File: src/rtl/sscr_pkg.sv
// package for the socket supply control register block
// assumes a 32-bit classic wishbone slave with byte addresses
package sscr_pkg;
  localparam logic [7:0] SSCR_OFFSET = 8'h10;
  localparam logic [31:0] SSCR_RESET = 32'h0000_0400;
  localparam int SSCR_ACT_BIT = 11;
  localparam int SSCR_STDV_BIT = 10;
  localparam int SSCR_VIDEO_PORT_ENABLE_BIT = 9;
  localparam int SSCR_STOP_BIT = 7;
  localparam int SSCR_VCC_LSB = 4;
  localparam int SSCR_VPP_LSB = 0;
  localparam logic [2:0] SSCR_SUP_OFF = 3'h0;
  localparam logic [2:0] SSCR_VPP_12V = 3'h1;
  localparam logic [2:0] SSCR_SUP_5V = 3'h2;
  localparam logic [2:0] SSCR_SUP_3V3 = 3'h3;
  localparam logic [2:0] SSCR_SUP_XV = 3'h4;
  localparam logic [2:0] SSCR_SUP_YV = 3'h5;
  localparam logic [4:0] SSCR_SLOW_DIV = 5'h10;
  // card voltage class flags: {y, x, low(3.3), high(5)}
  typedef struct packed {
    logic class_y;
    logic class_x;
    logic class_low;
    logic class_high;
  } sscr_vclass_t;
  typedef struct packed {
    logic [2:0] card_supply;
    logic [2:0] program_supply;
  } sscr_supply_t;
endpackage

File: src/rtl/sscr_top.sv
// socket supply control register with supply gating and card clock-run control
// assumes classic wishbone master on clk; card status inputs come from pins
`timescale 1ns/1ps
module sscr_top
(
  input wire logic clk,
  input wire logic nrst,
  input wire logic wb_cyc_i,
  input wire logic wb_stb_i,
  input wire logic wb_we_i,
  input wire logic [7:0] wb_adr_i,
  input wire logic [3:0] wb_sel_i,
  input wire logic [31:0] wb_dat_i,
  output logic [31:0] wb_dat_o,
  output logic wb_ack_o,
  input wire logic standard_video_model_disable,
  input wire logic force_class_write,
  input wire logic [3:0] force_class_bits,
  input wire logic card_reinterrogate,
  input wire logic clock_control_enable,
  input wire logic clock_slow_select,
  input wire logic card_present_pin,
  input wire logic [3:0] card_class_pin,
  input wire logic socket_idle,
  input wire logic host_clk_stop_prep,
  output logic [2:0] card_supply_out,
  output logic [2:0] program_supply_out,
  output logic supply_refused,
  output logic video_port_on,
  output logic card_clk_stop,
  output logic card_clk_slow,
  output logic card_clk_en
);
  // pin synchronisers: first stage read only by second stage
  logic card_present_s1_r, card_present_s2_r;
  logic [3:0] card_class_s1_r, card_class_s2_r;

  // register state
  logic video_port_enable_r, video_port_enable_nxt;
  logic clock_stop_policy_r, clock_stop_policy_nxt;
  logic [2:0] card_supply_request_r, card_supply_request_nxt;
  logic [2:0] program_supply_request_r, program_supply_request_nxt;
  logic reg_enabled_r, reg_enabled_nxt;
  sscr_pkg::sscr_vclass_t card_class_r, card_class_nxt;
  logic [31:0] wb_dat_nxt;
  logic wb_ack_nxt;

  // outputs and slow-clock counter
  logic [2:0] card_supply_nxt, program_supply_nxt;
  logic supply_refused_nxt, video_port_on_nxt;
  logic card_clk_stop_nxt, card_clk_slow_nxt, card_clk_en_nxt;
  logic [4:0] slow_cnt_r, slow_cnt_nxt;

  logic hit, wr_lo, wr_hi, vcc_ok, vpp_ok;
  logic [2:0] vcc_eff, vpp_eff;
  logic stop_allowed;
  logic [31:0] rd_word;

  always_ff @(posedge clk)
  begin
    if (!nrst)
    begin
      card_present_s1_r <= 1'b0;
      card_present_s2_r <= 1'b0;
      card_class_s1_r <= 4'h0;
      card_class_s2_r <= 4'h0;
    end
    else
    begin
      card_present_s1_r <= card_present_pin;
      card_present_s2_r <= card_present_s1_r;
      card_class_s1_r <= card_class_pin;
      card_class_s2_r <= card_class_s1_r;
    end
  end

  assign hit = wb_cyc_i && wb_stb_i && !wb_ack_o;
  assign wr_lo = hit && wb_we_i && wb_adr_i == sscr_pkg::SSCR_OFFSET && wb_sel_i[0];
  assign wr_hi = hit && wb_we_i && wb_adr_i == sscr_pkg::SSCR_OFFSET && wb_sel_i[1];

  // read word: reserved bits, 31..12, 8 and 3 are constant zero
  always_comb
  begin
    rd_word = 32'h0000_0000;
    rd_word[sscr_pkg::SSCR_ACT_BIT] = video_port_enable_r;
    rd_word[sscr_pkg::SSCR_STDV_BIT] = !standard_video_model_disable;
    rd_word[sscr_pkg::SSCR_VIDEO_PORT_ENABLE_BIT] = video_port_enable_r;
    rd_word[sscr_pkg::SSCR_STOP_BIT] = clock_stop_policy_r;
    rd_word[sscr_pkg::SSCR_VCC_LSB +: 3] = card_supply_request_r;
    rd_word[sscr_pkg::SSCR_VPP_LSB +: 3] = program_supply_request_r;
  end

  // register bus and control state
  always_comb
  begin
    video_port_enable_nxt = video_port_enable_r;
    clock_stop_policy_nxt = clock_stop_policy_r;
    card_supply_request_nxt = card_supply_request_r;
    program_supply_request_nxt = program_supply_request_r;
    reg_enabled_nxt = reg_enabled_r;
    card_class_nxt = card_class_r;
    wb_ack_nxt = hit;
    wb_dat_nxt = 32'h0000_0000;
    if (hit && !wb_we_i && wb_adr_i == sscr_pkg::SSCR_OFFSET)
      wb_dat_nxt = rd_word;
    if (wr_lo)
    begin
      clock_stop_policy_nxt = wb_dat_i[sscr_pkg::SSCR_STOP_BIT];
      card_supply_request_nxt = wb_dat_i[sscr_pkg::SSCR_VCC_LSB +: 3];
      program_supply_request_nxt = wb_dat_i[sscr_pkg::SSCR_VPP_LSB +: 3];
    end
    if (wr_hi)
      video_port_enable_nxt = wb_dat_i[sscr_pkg::SSCR_VIDEO_PORT_ENABLE_BIT];
    // forced class overrides detected class and disables the register
    if (force_class_write && force_class_bits != 4'h0)
    begin
      card_class_nxt = force_class_bits;
      reg_enabled_nxt = 1'b0;
    end
    // reinterrogate wins over a simultaneous force
    if (card_reinterrogate)
    begin
      card_class_nxt = card_class_s2_r;
      reg_enabled_nxt = 1'b1;
    end
  end

  always_ff @(posedge clk)
  begin
    if (!nrst)
    begin
      video_port_enable_r <= 1'b0;
      clock_stop_policy_r <= 1'b0;
      card_supply_request_r <= sscr_pkg::SSCR_SUP_OFF;
      program_supply_request_r <= sscr_pkg::SSCR_SUP_OFF;
      reg_enabled_r <= 1'b1;
      card_class_r <= 4'h0;
      wb_ack_o <= 1'b0;
      wb_dat_o <= 32'h0000_0000;
    end
    else
    begin
      video_port_enable_r <= video_port_enable_nxt;
      clock_stop_policy_r <= clock_stop_policy_nxt;
      card_supply_request_r <= card_supply_request_nxt;
      program_supply_request_r <= program_supply_request_nxt;
      reg_enabled_r <= reg_enabled_nxt;
      card_class_r <= card_class_nxt;
      wb_ack_o <= wb_ack_nxt;
      wb_dat_o <= wb_dat_nxt;
    end
  end

  // supply decode and class check
  always_comb
  begin
    unique case (card_supply_request_r)
      sscr_pkg::SSCR_SUP_5V: vcc_ok = card_class_r.class_high;
      sscr_pkg::SSCR_SUP_3V3: vcc_ok = card_class_r.class_low;
      sscr_pkg::SSCR_SUP_XV: vcc_ok = card_class_r.class_x;
      sscr_pkg::SSCR_SUP_YV: vcc_ok = card_class_r.class_y;
      default: vcc_ok = 1'b0;
    endcase
    unique case (program_supply_request_r)
      sscr_pkg::SSCR_VPP_12V: vpp_ok = 1'b1;
      sscr_pkg::SSCR_SUP_5V: vpp_ok = card_class_r.class_high;
      sscr_pkg::SSCR_SUP_3V3: vpp_ok = card_class_r.class_low;
      sscr_pkg::SSCR_SUP_XV: vpp_ok = card_class_r.class_x;
      sscr_pkg::SSCR_SUP_YV: vpp_ok = card_class_r.class_y;
      default: vpp_ok = 1'b0;
    endcase
    // without a card there is no class to honour: keep supplies off while the register is enabled
    vcc_ok = vcc_ok && card_present_s2_r;
    vpp_ok = vpp_ok && card_present_s2_r;
    // while disabled the applied supplies stay as they were: cutting them would drop the card
    vcc_eff = card_supply_out;
    vpp_eff = program_supply_out;
    if (reg_enabled_r)
    begin
      vcc_eff = vcc_ok ? card_supply_request_r : sscr_pkg::SSCR_SUP_OFF;
      vpp_eff = vpp_ok ? program_supply_request_r : sscr_pkg::SSCR_SUP_OFF;
    end
    card_supply_nxt = vcc_eff;
    program_supply_nxt = vpp_eff;
    supply_refused_nxt = reg_enabled_r && card_present_s2_r &&
      ((card_supply_request_r != sscr_pkg::SSCR_SUP_OFF && !vcc_ok) ||
       (program_supply_request_r != sscr_pkg::SSCR_SUP_OFF && !vpp_ok));
    video_port_on_nxt = video_port_enable_r;
  end

  // card clock-run: stop, or slow by 16 as a one-in-sixteen clock enable
  always_comb
  begin
    stop_allowed = socket_idle && (clock_stop_policy_r || host_clk_stop_prep);
    card_clk_stop_nxt = stop_allowed && !(clock_control_enable && clock_slow_select);
    card_clk_slow_nxt = stop_allowed && clock_control_enable && clock_slow_select;
    slow_cnt_nxt = 5'h00;
    if (card_clk_slow_nxt)
      slow_cnt_nxt = (slow_cnt_r == sscr_pkg::SSCR_SLOW_DIV - 5'h01) ? 5'h00 : slow_cnt_r + 5'h01;
    card_clk_en_nxt = !card_clk_stop_nxt && (!card_clk_slow_nxt || slow_cnt_r == 5'h00);
  end

  always_ff @(posedge clk)
  begin
    if (!nrst)
    begin
      card_supply_out <= sscr_pkg::SSCR_SUP_OFF;
      program_supply_out <= sscr_pkg::SSCR_SUP_OFF;
      supply_refused <= 1'b0;
      video_port_on <= 1'b0;
      card_clk_stop <= 1'b0;
      card_clk_slow <= 1'b0;
      card_clk_en <= 1'b1;
      slow_cnt_r <= 5'h00;
    end
    else
    begin
      card_supply_out <= card_supply_nxt;
      program_supply_out <= program_supply_nxt;
      supply_refused <= supply_refused_nxt;
      video_port_on <= video_port_on_nxt;
      card_clk_stop <= card_clk_stop_nxt;
      card_clk_slow <= card_clk_slow_nxt;
      card_clk_en <= card_clk_en_nxt;
      slow_cnt_r <= slow_cnt_nxt;
    end
  end
endmodule

File: config.mk
export PLATFORM = sky130hd
export DESIGN_NAME = sscr_top
export DESIGN_NICKNAME = d
export VERILOG_FILES = /design/src/rtl/sscr_pkg.sv /design/src/rtl/sscr_top.sv
export SDC_FILE = /design/constraint.sdc
export NUM_CORES = 1
export LEC_CHECK = 0
export ABC_CLOCK_PERIOD_IN_PS = 2000
export BUFFER_PORTS_ARGS = -buffer_cell sky130_fd_sc_hd__clkbuf_2
export CAP_MARGIN = 20
export CORE_ASPECT_RATIO = 2
export CORE_MARGIN = 2
export CORE_UTILIZATION = 44
export DETAILED_ROUTE_END_ITERATION = 8
export PLACE_DENSITY = 0.84
export SYNTH_ARGS = -nofsm -noshare
export SYNTH_HDL_FRONTEND = slang
export SYNTH_SLANG_ARGS = --single-unit
File: constraint.sdc
create_clock -name clk -period 2 [get_ports clk]
set_input_delay 0.2 -clock clk [delete_from_list [all_inputs] [get_ports clk]]
set_output_delay 0.2 -clock clk [all_outputs]
set_load 0.02 [all_outputs]
==> key figures, run 1 <==
Power and ir drop
  – Logic pwr share: 0.072
  – Peak VDD IR: around 0.44 mV
  – Pwr/cell area: 785 nW/um2
  – Int Power: 0.00145 W
  – Sw Pwr: roughly 0.00041 W
  – Leak pwr: 1.07 nW
  – Sw Ratio: 0.219
  – Seq pwr share: 0.541
  – Fraction of power consumed by the clock network: 0.387

Cells and area
  – Number of fill cells in the layout: 437
  – Share of cells above drive strength 1: 0.277
  – FF/Latch Area: 981 um2
  – Area delta synth->final: 18.3%
  – Layout Nets: 341
  – Finished Layout Cells: 328
  – Multi-input gate area: between 800 and 900 um2
  – Diode count: 0
  – Post-Layout Inst Area: 2370 um2

Yosys
  – Synthesized area per cell: 9.35 um2
  – Synth Instances: between 200 and 250
  – Seq/Total Area, Yosys: 0.490
  – Seq cells post-synth: 49
  – Async SR Flop Fraction: 0
  – Post-synth EDFFs: 0
  – Synth Warn #: 0
  – Top FF cell, synth: dfxtp_1
  – Syn Std Cell Area: 2000 um2
  – Distinct cell type count after synthesis: 40

Drt
  – First DRT Iteration DRCs: 31
  – Number of remaining DRC errors: 0
  – Vias: 1594
  – Met1 WL: about 1.4 mm
  – Final WL: 3.79 mm
  – Top sig layer: met4
  – Wire length per cell: 11.5 um
  – DR vias/cell: 4.86
  – Antenna viol nets, final: 0
  – Total iterations of the first detailed-routing run: 4
  – Routed length on met3: 211 um
  – DR WL met2: 2.09 mm

Clock tree
  – Num CTS Buffers: 5
  – Clk_lat worst skew: 300 ps
  – CTS Buffer Depth: 2
  – CTS tree: built
  – Total setup buffers inserted after CTS: 0
  – CTS Sinks: approximately 50
  – Hold buffers post-CTS: 0
  – CTS resizes: 0
  – Root Driver: clkbuf_8
  – H-Tree Depth: 2
  – Clk slew on worst S/H paths: 80 ps

Global routing
  – First-pass GRT wire length: 6.11 mm
  – Vias in the first global route: about 1400
  – Gr usage total: 0.156
  – Overflow after GRT: 0
  – Largest net degree at the start of global routing: 25
  – Initial antenna violation count: 0

Critical path
  – Worst setup SP type: flip-flop
  – Critical path's top delay family: simple AND/OR/NAND/NOR gates
  – Largest fanout on the critical path: 5
  – Worst Path Arrival: 1800 ps
  – Critical Path Max Stage Delay: 450 ps
  – CP Class: reg2reg
  – Crit path top cell by count: ha_1
  – WP data required: 2240 ps
  – Worst r2r src: slow_cnt_r[0]
  – Worst Path Buf+Inv: 0
  – Cell count of the worst reg-to-reg path: 5
  – RR Endpoint: slow_cnt_r[2]
  – Reg2Reg Setup Slack: 440 ps
  – Critical path, cell by cell: ha_1 -> and3_1 -> ha_1 -> or3_1 -> nor2_1
  – Crit-path slowest cell: or3_1
  – Worst setup EP type: flip-flop

Timing
  – Rel. slew slack: 0.666
  – Setup TNS: 0 ps
  – RSZ-0062 raised after global routing: no
  – Final setup viols: 0
  – Tmin final: 1560 ps
  – Period utilization: 0.780
  – Slew Viols, Final: 0
  – Least-Margin Pin Slew: 495 ps
  – Fmax: 0.641 GHz
  – Hold Fails Final Rpt: 0
  – Setup ws final: 441 ps
  – Final Skew: 7.02 ps

Place
  – Hpwl dp: 2.92 mm
  – Placed Cells incl. Taps: 320
  – I/O Buffers: 60
  – Dpl ws: 448 ps
  – Placer Congestion: around 0.8
  – Placed inst area: 2250 um2

Worst hold path
  – Path category of the worst min-delay check: in2reg
  – Hold path start: clock_control_enable
  – WHS Path Cells: 2
  – Worst hold path endpoint: card_clk_stop

Floorplan
  – Die X: just over 50 um
  – Die area: roughly 5100 um2
  – Die height: approximately 100 um
  – Core ar.: 4380 um2
  – IO Pins: 109
  – Row count: 34
  – Initial cell density of the core: 0.457

Status
  – Status: finished, final reports clean

Job
  – Maxcap violations: 0
-- synthesized netlist by cell type (all sizes together) (3+ instances only) --
master / number / area (um2)
a221oi: 4 / 35.0
clkbuf: 4 / 15.0
nor2: 13 / 48.8
nand3b: 3 / 22.5
dfxtp: 49 / 981
nand2: 15 / 56.3
and2: 24 / 150
nand4: 4 / 25.0
inv: 10 / 37.5
o22ai: 4 / 25.0
nand3: 12 / 60.1
ha: 3 / 37.5
o21ai: 12 / 60.1
buf: 27 / 201
-- placed cells by master (no fill, tap or decap), types with 4 or more instances in the layout --
master    count
dfxtp_1      49
and2_1       24
clkbuf_8      6
inv_1        10
o21ai_0      12
conb_1       22
nand2_1      15
a221oi_1      4
o22ai_1       4
nand3_1      12
nand4_1       4
clkbuf_2     60
nor2_1       13
-- how the worst max path moves through the flow --
stage	startpoint	end	slack, ps	cells after the start
after floorplan	slow_cnt_r[0]	slow_cnt_r[2]	560	5
after global placement	slow_cnt_r[0]	slow_cnt_r[3]	500	5
after detailed placement	slow_cnt_r[0]	slow_cnt_r[2]	450	5
after global routing	slow_cnt_r[0]	slow_cnt_r[2]	380	5
final	slow_cnt_r[0]	slow_cnt_r[2]	440	5
after CTS	slow_cnt_r[0]	slow_cnt_r[2]	430	5
-- cell families (layout without fill, tap and decap cells) --
| family | Yosys count | in the layout | synth area share |
|---|---|---|---|
| buffers and inverters | 41 | 80 | 0.127 |
| multiplexers | 3 | 3 | 0.0163 |
| AND/OR/NAND/NOR | 86 | 86 | 0.241 |
| AO/OA/AOI/OAI | 29 | 29 | 0.0963 |
| flip-flops | 49 | 49 | 0.490 |
| adder cells (fa/ha/maj) | 3 | 3 | 0.0188 |
| XOR/XNOR | 2 | 2 | 0.00876 |
| other | 1 | 22 | 0.00187 |
-- cell type report --
class	count	share of cell area
multi-input cells	145	0.357
clock buffers	6	0.0349
well taps	54	0.0286
repair buffers	62	0.133
inverters	10	0.0159
flip-flops and latches	49	0.415
clock inverters	2	0.0159
-- sequential cells by signal (all words and copies together), names as in the netlist, 3 cells and up --
signal / count
card_supply_request_r: 3
wb_dat_o: 9
card_class_s1_r: 4
card_supply_out: 3
card_class_s2_r: 4
card_class_r: 4
program_supply_request_r: 3
slow_cnt_r: 5
program_supply_out: 3
-- power groups by stage --
stage          combinational [W]  clock (W)  sequential, W
2_1_floorplan           0.000113          0        0.00103
3_3_place_gp            0.000131          0        0.00103
3_5_place_dp            0.000134          0        0.00103
4_1_cts                 0.000134   0.000741        0.00101
5_1_grt                 0.000147   0.000776        0.00101
6_report                0.000134   0.000719        0.00101
-- metal layers --
layer,global-route usage,up-vias
li1,-,791
met1,0.158,731
met2,0.287,64
met3,0.0240,8
met4,0.0911,0
met5,0,-
-- worst reg2reg max path, delay by kind of cell, from the launching register on --
kind / cells / cell delay [ps]
adders and majority gates: 2 / 390
DFF: 1 / 340
and+or+nand+nor: 3 / 770
-- per-stage QoR --
stage / power (W) / hold WS, ps / utilization
after CTS: 0.00188 / 80.9 / 0.540
final: 0.00186 / 88.9 / 0.540
after floorplan: 0.00114 / 292 / -
after detailed placement: 0.00116 / 403 / 0.513
after global routing: 0.00193 / 94.6 / 0.540
after global placement: 0.00116 / 396 / 0.513
Power figures use the tool's default switching activity.
==> run 2, diff against run 1 <==
--- a/config.mk
+++ b/config.mk
@@ -5,14 +5,15 @@
 export SDC_FILE = /design/constraint.sdc
 export NUM_CORES = 1
 export LEC_CHECK = 0
-export ABC_CLOCK_PERIOD_IN_PS = 2000
+export ABC_AREA = 1
+export ABC_CLOCK_PERIOD_IN_PS = 1640
 export BUFFER_PORTS_ARGS = -buffer_cell sky130_fd_sc_hd__clkbuf_2
 export CAP_MARGIN = 20
 export CORE_ASPECT_RATIO = 2
 export CORE_MARGIN = 2
-export CORE_UTILIZATION = 44
+export CORE_UTILIZATION = 45
 export DETAILED_ROUTE_END_ITERATION = 8
-export PLACE_DENSITY = 0.84
+export PLACE_DENSITY = 0.85
 export SYNTH_ARGS = -nofsm -noshare
 export SYNTH_HDL_FRONTEND = slang
 export SYNTH_SLANG_ARGS = --single-unit
==> constraint.sdc (replaced) <==
create_clock -name clk -period 1.64 [get_ports clk]
set_input_delay 0.164 -clock clk [delete_from_list [all_inputs] [get_ports clk]]
set_output_delay 0.164 -clock clk [all_outputs]
set_load 0.02 [all_outputs]
==> run 2 against run 1 <==
  * Largest cell class unchanged
  * Sequential cell count stayed put
  * Synthesized cell count rose by 25%
  * Clock skew down 2.6 ps
  * First-iteration DRC count down 35%
  * Worst setup slack hardly changed
  * Critical path depth increased by 2
==> key figures, run 2 <==
Cells and area
  – Regs by FF count: wb_dat_o: 9 flops, slow_cnt_r: 5 flops
  – Final Util: 0.532
  – Max reg flops: 9
  – Area delta synth->final: 15.4%
  – Most common cell after layout, fill and taps aside: clkbuf_2
  – Reg with most FFs: wb_dat_o
  – Finished Layout Cells: 384
  – Most frequent cells in the layout: clkbuf_2, nand2_1, dfxtp_1
  – Share of cells above drive strength 1: 0.243
  – Layout Nets: 398
  – Diode count: 0

Drt
  – Wire length per cell: 9.59 um
  – Number of remaining DRC errors: 0
  – Total iterations of the first detailed-routing run: 4
  – Antenna viol nets, final: 0
  – DR vias/cell: 4.38
  – First DRT Iteration DRCs: 20
  – Vias: 1680
  – Final WL: between 3 and 4 mm

Clock tree
  – Hold buffers post-CTS: 0
  – Total setup buffers inserted after CTS: 0
  – CTS tree: built
  – Root Driver: clkbuf_8
  – CTS resizes: 0
  – CTS Buffer Depth: 2
  – H-Tree Depth: 2
  – Clk_lat worst skew: 290 ps
  – Clk slew on worst S/H paths: 80 ps
  – CTS Sinks: 49
  – Num CTS Buffers: 5

Critical path
  – Reg2Reg Setup Slack: 440 ps
  – Critical path, cell by cell: ha_1 -> nand2_1 -> nor2_1 -> ha_1 -> inv_1 -> nand2_2 -> nor3b_2
  – Critical path's top delay family: adder cells
  – Worst setup SP type: flip-flop
  – RR Endpoint: slow_cnt_r[2]
  – Worst setup EP type: flip-flop
  – WP data required: between 1500 and 2000 ps
  – Worst Path Buf+Inv: 1
  – CP Class: reg2reg
  – Critical Path Max Stage Delay: 340 ps
  – Crit-path slowest cell: dfxtp_1
  – Worst Path Arrival: about 1400 ps
  – Crit path top cell by count: ha_1
  – Cell count of the worst reg-to-reg path: 7
  – Worst r2r src: slow_cnt_r[0]
  – Largest fanout on the critical path: 5

Yosys
  – Yosys top cell by area: dfxtp_1
  – Seq cells post-synth: 49
  – Top FF cell, synth: dfxtp_1
  – Area contributors post-synth: dfxtp_1, nand2_1, buf_4
  – Post-synth EDFFs: 0
  – Post-synth top cells: nand2_1, dfxtp_1, nor2_1
  – Most frequent cell after synthesis: nand2_1
  – Post-synth top area share: 0.472
  – Async SR Flop Fraction: 0
  – Syn Std Cell Area: 2080 um2
  – Synthesized area per cell: 7.75 um2
  – Synth Instances: 268
  – Distinct cell type count after synthesis: 28
  – Synth Warn #: 0
  – Seq/Total Area, Yosys: 0.472

Timing
  – RSZ-0062 raised after global routing: no
  – Slew Viols, Final: 0
  – Setup TNS: 0 ps
  – Fmax: roughly 0.83 GHz
  – Final setup viols: 0
  – Hold Fails Final Rpt: 0
  – Tmin final: about 1200 ps
  – Period utilization: 0.731
  – Final Skew: between 4 and 5 ps
  – Setup ws final: around 440 ps

Global routing
  – Vias in the first global route: 1545
  – Gr usage total: 0.157
  – Overflow after GRT: 0
  – Initial antenna violation count: 0
  – Largest net degree at the start of global routing: 16
  – First-pass GRT wire length: 6.22 mm

Power and ir drop
  – Sw Pwr: 0.000474 W
  – Leak pwr: 1.26 nW
  – Int Power: 0.00155 W
  – Peak VDD IR: between 0.6 and 0.7 mV
  – Logic pwr share: 0.085
  – Seq pwr share: 0.603
  – Pwr/cell area: 844 nW/um2
  – Sw Ratio: 0.234
  – Fraction of power consumed by the clock network: 0.311

Worst hold path
  – Path category of the worst min-delay check: in2reg
  – WHS Path Cells: 2
  – Worst hold path endpoint: wb_dat_o[10]
  – Hold path start: standard_video_model_disable

Job
  – Maxcap violations: 0

Place
  – Placed Cells incl. Taps: 378
  – Dpl ws: 399 ps
  – Placer Congestion: 0.850
  – I/O Buffers: 60
  – Hpwl dp: 2.95 mm

Floorplan
  – IO Pins: 109
  – Die area: 5210 um2
  – Initial cell density of the core: 0.461
  – Core ar.: around 4500 um2
  – Row count: 35
  – Die height: 100 um
  – Die X: 52.1 um

Status
  – Status: finished, final reports clean
## run 2: cell type report
class	instances	area (um2)
multi-input combinational	174	821
sequential	49	981
clock inverter	1	5.00
clock buffer	5	68.8
tap	55	68.8
fill	442	2110
inverter	39	146
timing repair buffer	61	308
## run 2: cell families (layout without fill, tap and decap cells)
logic type,count (synthesis),count (layout),synth area share
muxes,2,2,0.0108
AOI/OAI and AO/OA,18,18,0.0476
other,1,22,0.00180
buffers and inverters,66,106,0.171
xor gates and xnor gates,1,1,0.00422
and+or+nand+nor,128,128,0.275
adders and majority gates,3,3,0.0181
DFF,49,49,0.472
## run 2: power groups by stage
stage | logic (W) | registers [W] | clock network (W)
6_report | 0.000173 | 0.00122 | 0.000630
5_1_grt | 0.000195 | 0.00122 | 0.000693
4_1_cts | 0.000173 | 0.00122 | 0.000655
3_5_place_dp | 0.000173 | 0.00125 | 0
3_3_place_gp | 0.000169 | 0.00125 | 0
2_1_floorplan | 0.000148 | 0.00125 | 0
## run 2: metrics by stage
stage | hold WS, ps | area [um2] | power (W)
finish | 20.0 | 2400 | 0.00202
detailed placement | 332 | 2320 | 0.00142
floorplan | 236 | 2160 | 0.00140
global placement | 328 | 2320 | 0.00142
global route | 20.3 | 2400 | 0.00211
CTS | 11.5 | 2400 | 0.00205
## run 2: worst max path at each step
| stage | to | startpoint | cells after the start | slack, ps |
|---|---|---|---|---|
| finish | slow_cnt_r[2] | slow_cnt_r[0] | 7 | 440 |
| global route | slow_cnt_r[0] | slow_cnt_r[0] | 7 | 320 |
| CTS | program_supply_request_r[2] | wb_ack_o | 6 | 420 |
| detailed placement | wb_dat_o[7] | nrst | 5 | 400 |
| global placement | wb_dat_o[1] | nrst | 5 | 440 |
| floorplan | card_supply_request_r[0] | wb_ack_o | 6 | 440 |
## run 2: routing by layer
metal	routed length, um	share of wire	up-vias	track usage
met5	0	0	-	0
met4	74	0.020	0	0.0729
met3	200	0.054	7	0.0327
met2	1890	0.51	51	0.275
met1	1520	0.41	724	0.175
li1	-	-	898	-
==> run 3, diff against run 2 <==
--- a/config.mk
+++ b/config.mk
@@ -6,14 +6,14 @@
 export NUM_CORES = 1
 export LEC_CHECK = 0
 export ABC_AREA = 1
-export ABC_CLOCK_PERIOD_IN_PS = 1640
+export ABC_CLOCK_PERIOD_IN_PS = 1100
 export BUFFER_PORTS_ARGS = -buffer_cell sky130_fd_sc_hd__clkbuf_2
 export CAP_MARGIN = 20
 export CORE_ASPECT_RATIO = 2
 export CORE_MARGIN = 2
-export CORE_UTILIZATION = 45
+export CORE_UTILIZATION = 40
 export DETAILED_ROUTE_END_ITERATION = 8
-export PLACE_DENSITY = 0.85
+export PLACE_DENSITY = 0.8
 export SYNTH_ARGS = -nofsm -noshare
 export SYNTH_HDL_FRONTEND = slang
 export SYNTH_SLANG_ARGS = --single-unit
==> constraint.sdc (replaced) <==
create_clock -name clk -period 1.1 [get_ports clk]
set_input_delay 0.11 -clock clk [delete_from_list [all_inputs] [get_ports clk]]
set_output_delay 0.11 -clock clk [all_outputs]
set_load 0.02 [all_outputs]
==> run 3 against run 2 <==
  * The run now ends with setup timing left
  * Sequential cell count unchanged
  * Worst hold slack worse by 16 ps
  * Wire length up 25%
  * Critical path depth down 1
  * Die area up 12%
  * Clock skew up 2.9 ps
  * Sequential power up 49%
  * Global-route usage up 1.5 points
  * Final area up 14%
  * Non-clock buffer count up 15
  * Core utilization up 0.36 points
  * Worst setup slack worse by 570 ps
  * Largest cell class unchanged
==> key figures, run 3 (synthesized netlist as in run 2, its figures left out) <==
Status
  – Status: finished with violations
  – Failing checks: setup timing

Cells and area
  – FF/Latch Area: 986 um2
  – Area delta synth->final: 31.2%
  – Number of fill cells in the layout: 507
  – Reg with most FFs: wb_dat_o
  – Diode count: 0
  – Most common cell after layout, fill and taps aside: clkbuf_2
  – Layout Nets: 415
  – Regs by FF count: wb_dat_o: 9 flops, slow_cnt_r: 5 flops
  – Most frequent cells in the layout: clkbuf_2, nand2_1, dfxtp_1
  – Max reg flops: 9
  – Finished Layout Cells: between 400 and 500
  – Multi-input gate area: ~930 um2
  – Share of cells above drive strength 1: 0.316

Global routing
  – Initial antenna violation count: 0
  – First-pass GRT wire length: 7.34 mm
  – Gr usage total: 0.172
  – Overflow after GRT: 0
  – Largest net degree at the start of global routing: 19
  – Vias in the first global route: 1806

Timing
  – Slew Viols, Final: 0
  – WHS: 3.64 ps
  – Final setup viols: 18
  – Setup ws final: -131 ps
  – Setup TNS: -1300 ps
  – Hold Fails Final Rpt: 0
  – Final Skew: approximately 7.4 ps
  – Tmin final: 1230 ps
  – Fmax: between 0.8 and 0.9 GHz
  – RSZ-0062 raised after global routing: yes
  – Period utilization: 1.12

Drt
  – First DRT Iteration DRCs: 36
  – Vias: between 1500 and 2000
  – DR vias/cell: 4.59
  – Total iterations of the first detailed-routing run: 4
  – Wire length per cell: ~11 um
  – Number of remaining DRC errors: 0
  – Final WL: about 4.6 mm
  – Antenna viol nets, final: 0

Floorplan
  – Die area: between 5000 and 6000 um2
  – Initial cell density of the core: 0.408
  – Die X: 55.0 um
  – Core ar.: 5090 um2
  – IO Pins: around 110
  – Row count: 37
  – Die height: between 100 and 150 um

Critical path
  – Largest fanout on the critical path: 7
  – Setup crit start: wb_ack_o
  – Worst Path Arrival: around 1500 ps
  – Worst setup SP type: flip-flop
  – WP data required: roughly 1300 ps
  – CP Class: reg2reg
  – Worst setup EP type: flip-flop
  – Worst r2r src: wb_ack_o

Power and ir drop
  – Pwr Total: around 0.0036 W
  – Peak VDD IR: between 0.8 and 0.9 mV
  – Leak pwr: 1.38 nW
  – Pwr/cell area: approximately 1300 nW/um2

Clock tree
  – Num CTS Buffers: 5
  – CTS tree: built
  – Total setup buffers inserted after CTS: 0
  – H-Tree Depth: 2
  – Clk_lat worst skew: 310 ps
  – CTS Buffer Depth: 2
  – Root Driver: clkbuf_8
  – CTS Sinks: 49
  – Clk slew on worst S/H paths: 100 ps

Job
  – Maxcap violations: 0

Place
  – I/O Buffers: 60
  – Placer Congestion: around 0.79
  – Hpwl dp: 3.34 mm
  – Placed Cells incl. Taps: 388

Worst hold path
  – Path category of the worst min-delay check: in2reg
  – Hold path start: wb_dat_i[1]
[run 3: cell count changes in the layout (fill, tap and decap cells not counted), moves of 3 or more]
cell and change:
dfxtp_1 -4, inv_1 -3, nor2_2 +3, buf_6 +3, nand2_1 -4, dfxtp_2 +4, ha_4 +3, dlygate4sd3_1 +8
buf_4 +4, nor2_1 -5, ha_1 -3
[run 3: worst paths after layout]
path / slack, ps / endpoint / cells past startpoint
worst min-delay path: 4 / program_supply_request_r[1] / 3
worst min register to register: 420 / card_class_s2_r[2] / 2
worst max-delay path: -130 / card_supply_request_r[1] / 6
worst max register to register: -130 / card_supply_request_r[1] / 6
[run 3: metrics by stage]
stage	utilization	setup slack (ps)	cell area (um2)
3_3_place_gp	0.468	-36.0	2380
2_1_floorplan	-	-85.8	2160
3_5_place_dp	0.468	-62.9	2380
5_1_grt	0.535	-201	2730
6_report	0.535	-131	2730
4_1_cts	0.522	-56.8	2660
[run 3: final cells by class]
class / count / area share
clock buffer: 5 / 0.0252
clock inverter: 3 / 0.0239
inverter: 39 / 0.0555
multi-input combinational: 176 / 0.341
sequential: 49 / 0.362
tap: 58 / 0.0266
timing repair buffer: 76 / 0.166
[run 3: worst max-delay path: stages, from the launching register on]
cell,delay [ps]
dfxtp_2,330
nand3b_1,240
nor2_4,220
nand3_4,150
nand2_1,90
nand2_1,50
nor2_1,90
[run 3: what timing repair did]
action                                  4_1_cts  5_1_grt
gates cloned                                  2        0
hold endpoints to repair                      7        0
resized for setup                            11       20
endpoints found under the setup margin       17       27
pin swaps                                    12        3
hold buffers                                  8        0
[run 3: per-layer routing]
layer | track usage | vias to the layer above | wire length [um]
met5 | 0 | - | 0
met4 | 0.0819 | 0 | 159
met3 | 0.0365 | 14 | 239
met2 | 0.332 | 62 | 2730
li1 | - | 934 | -
met1 | 0.152 | 854 | 1470
[run 3: power by group]
part	leakage (nW)	internal (W)	switching, W
Sequential	0.400	0.00181	0.0000167
Clock	0.0681	0.000903	0.000609
Combinational	0.909	0.000117	0.000189
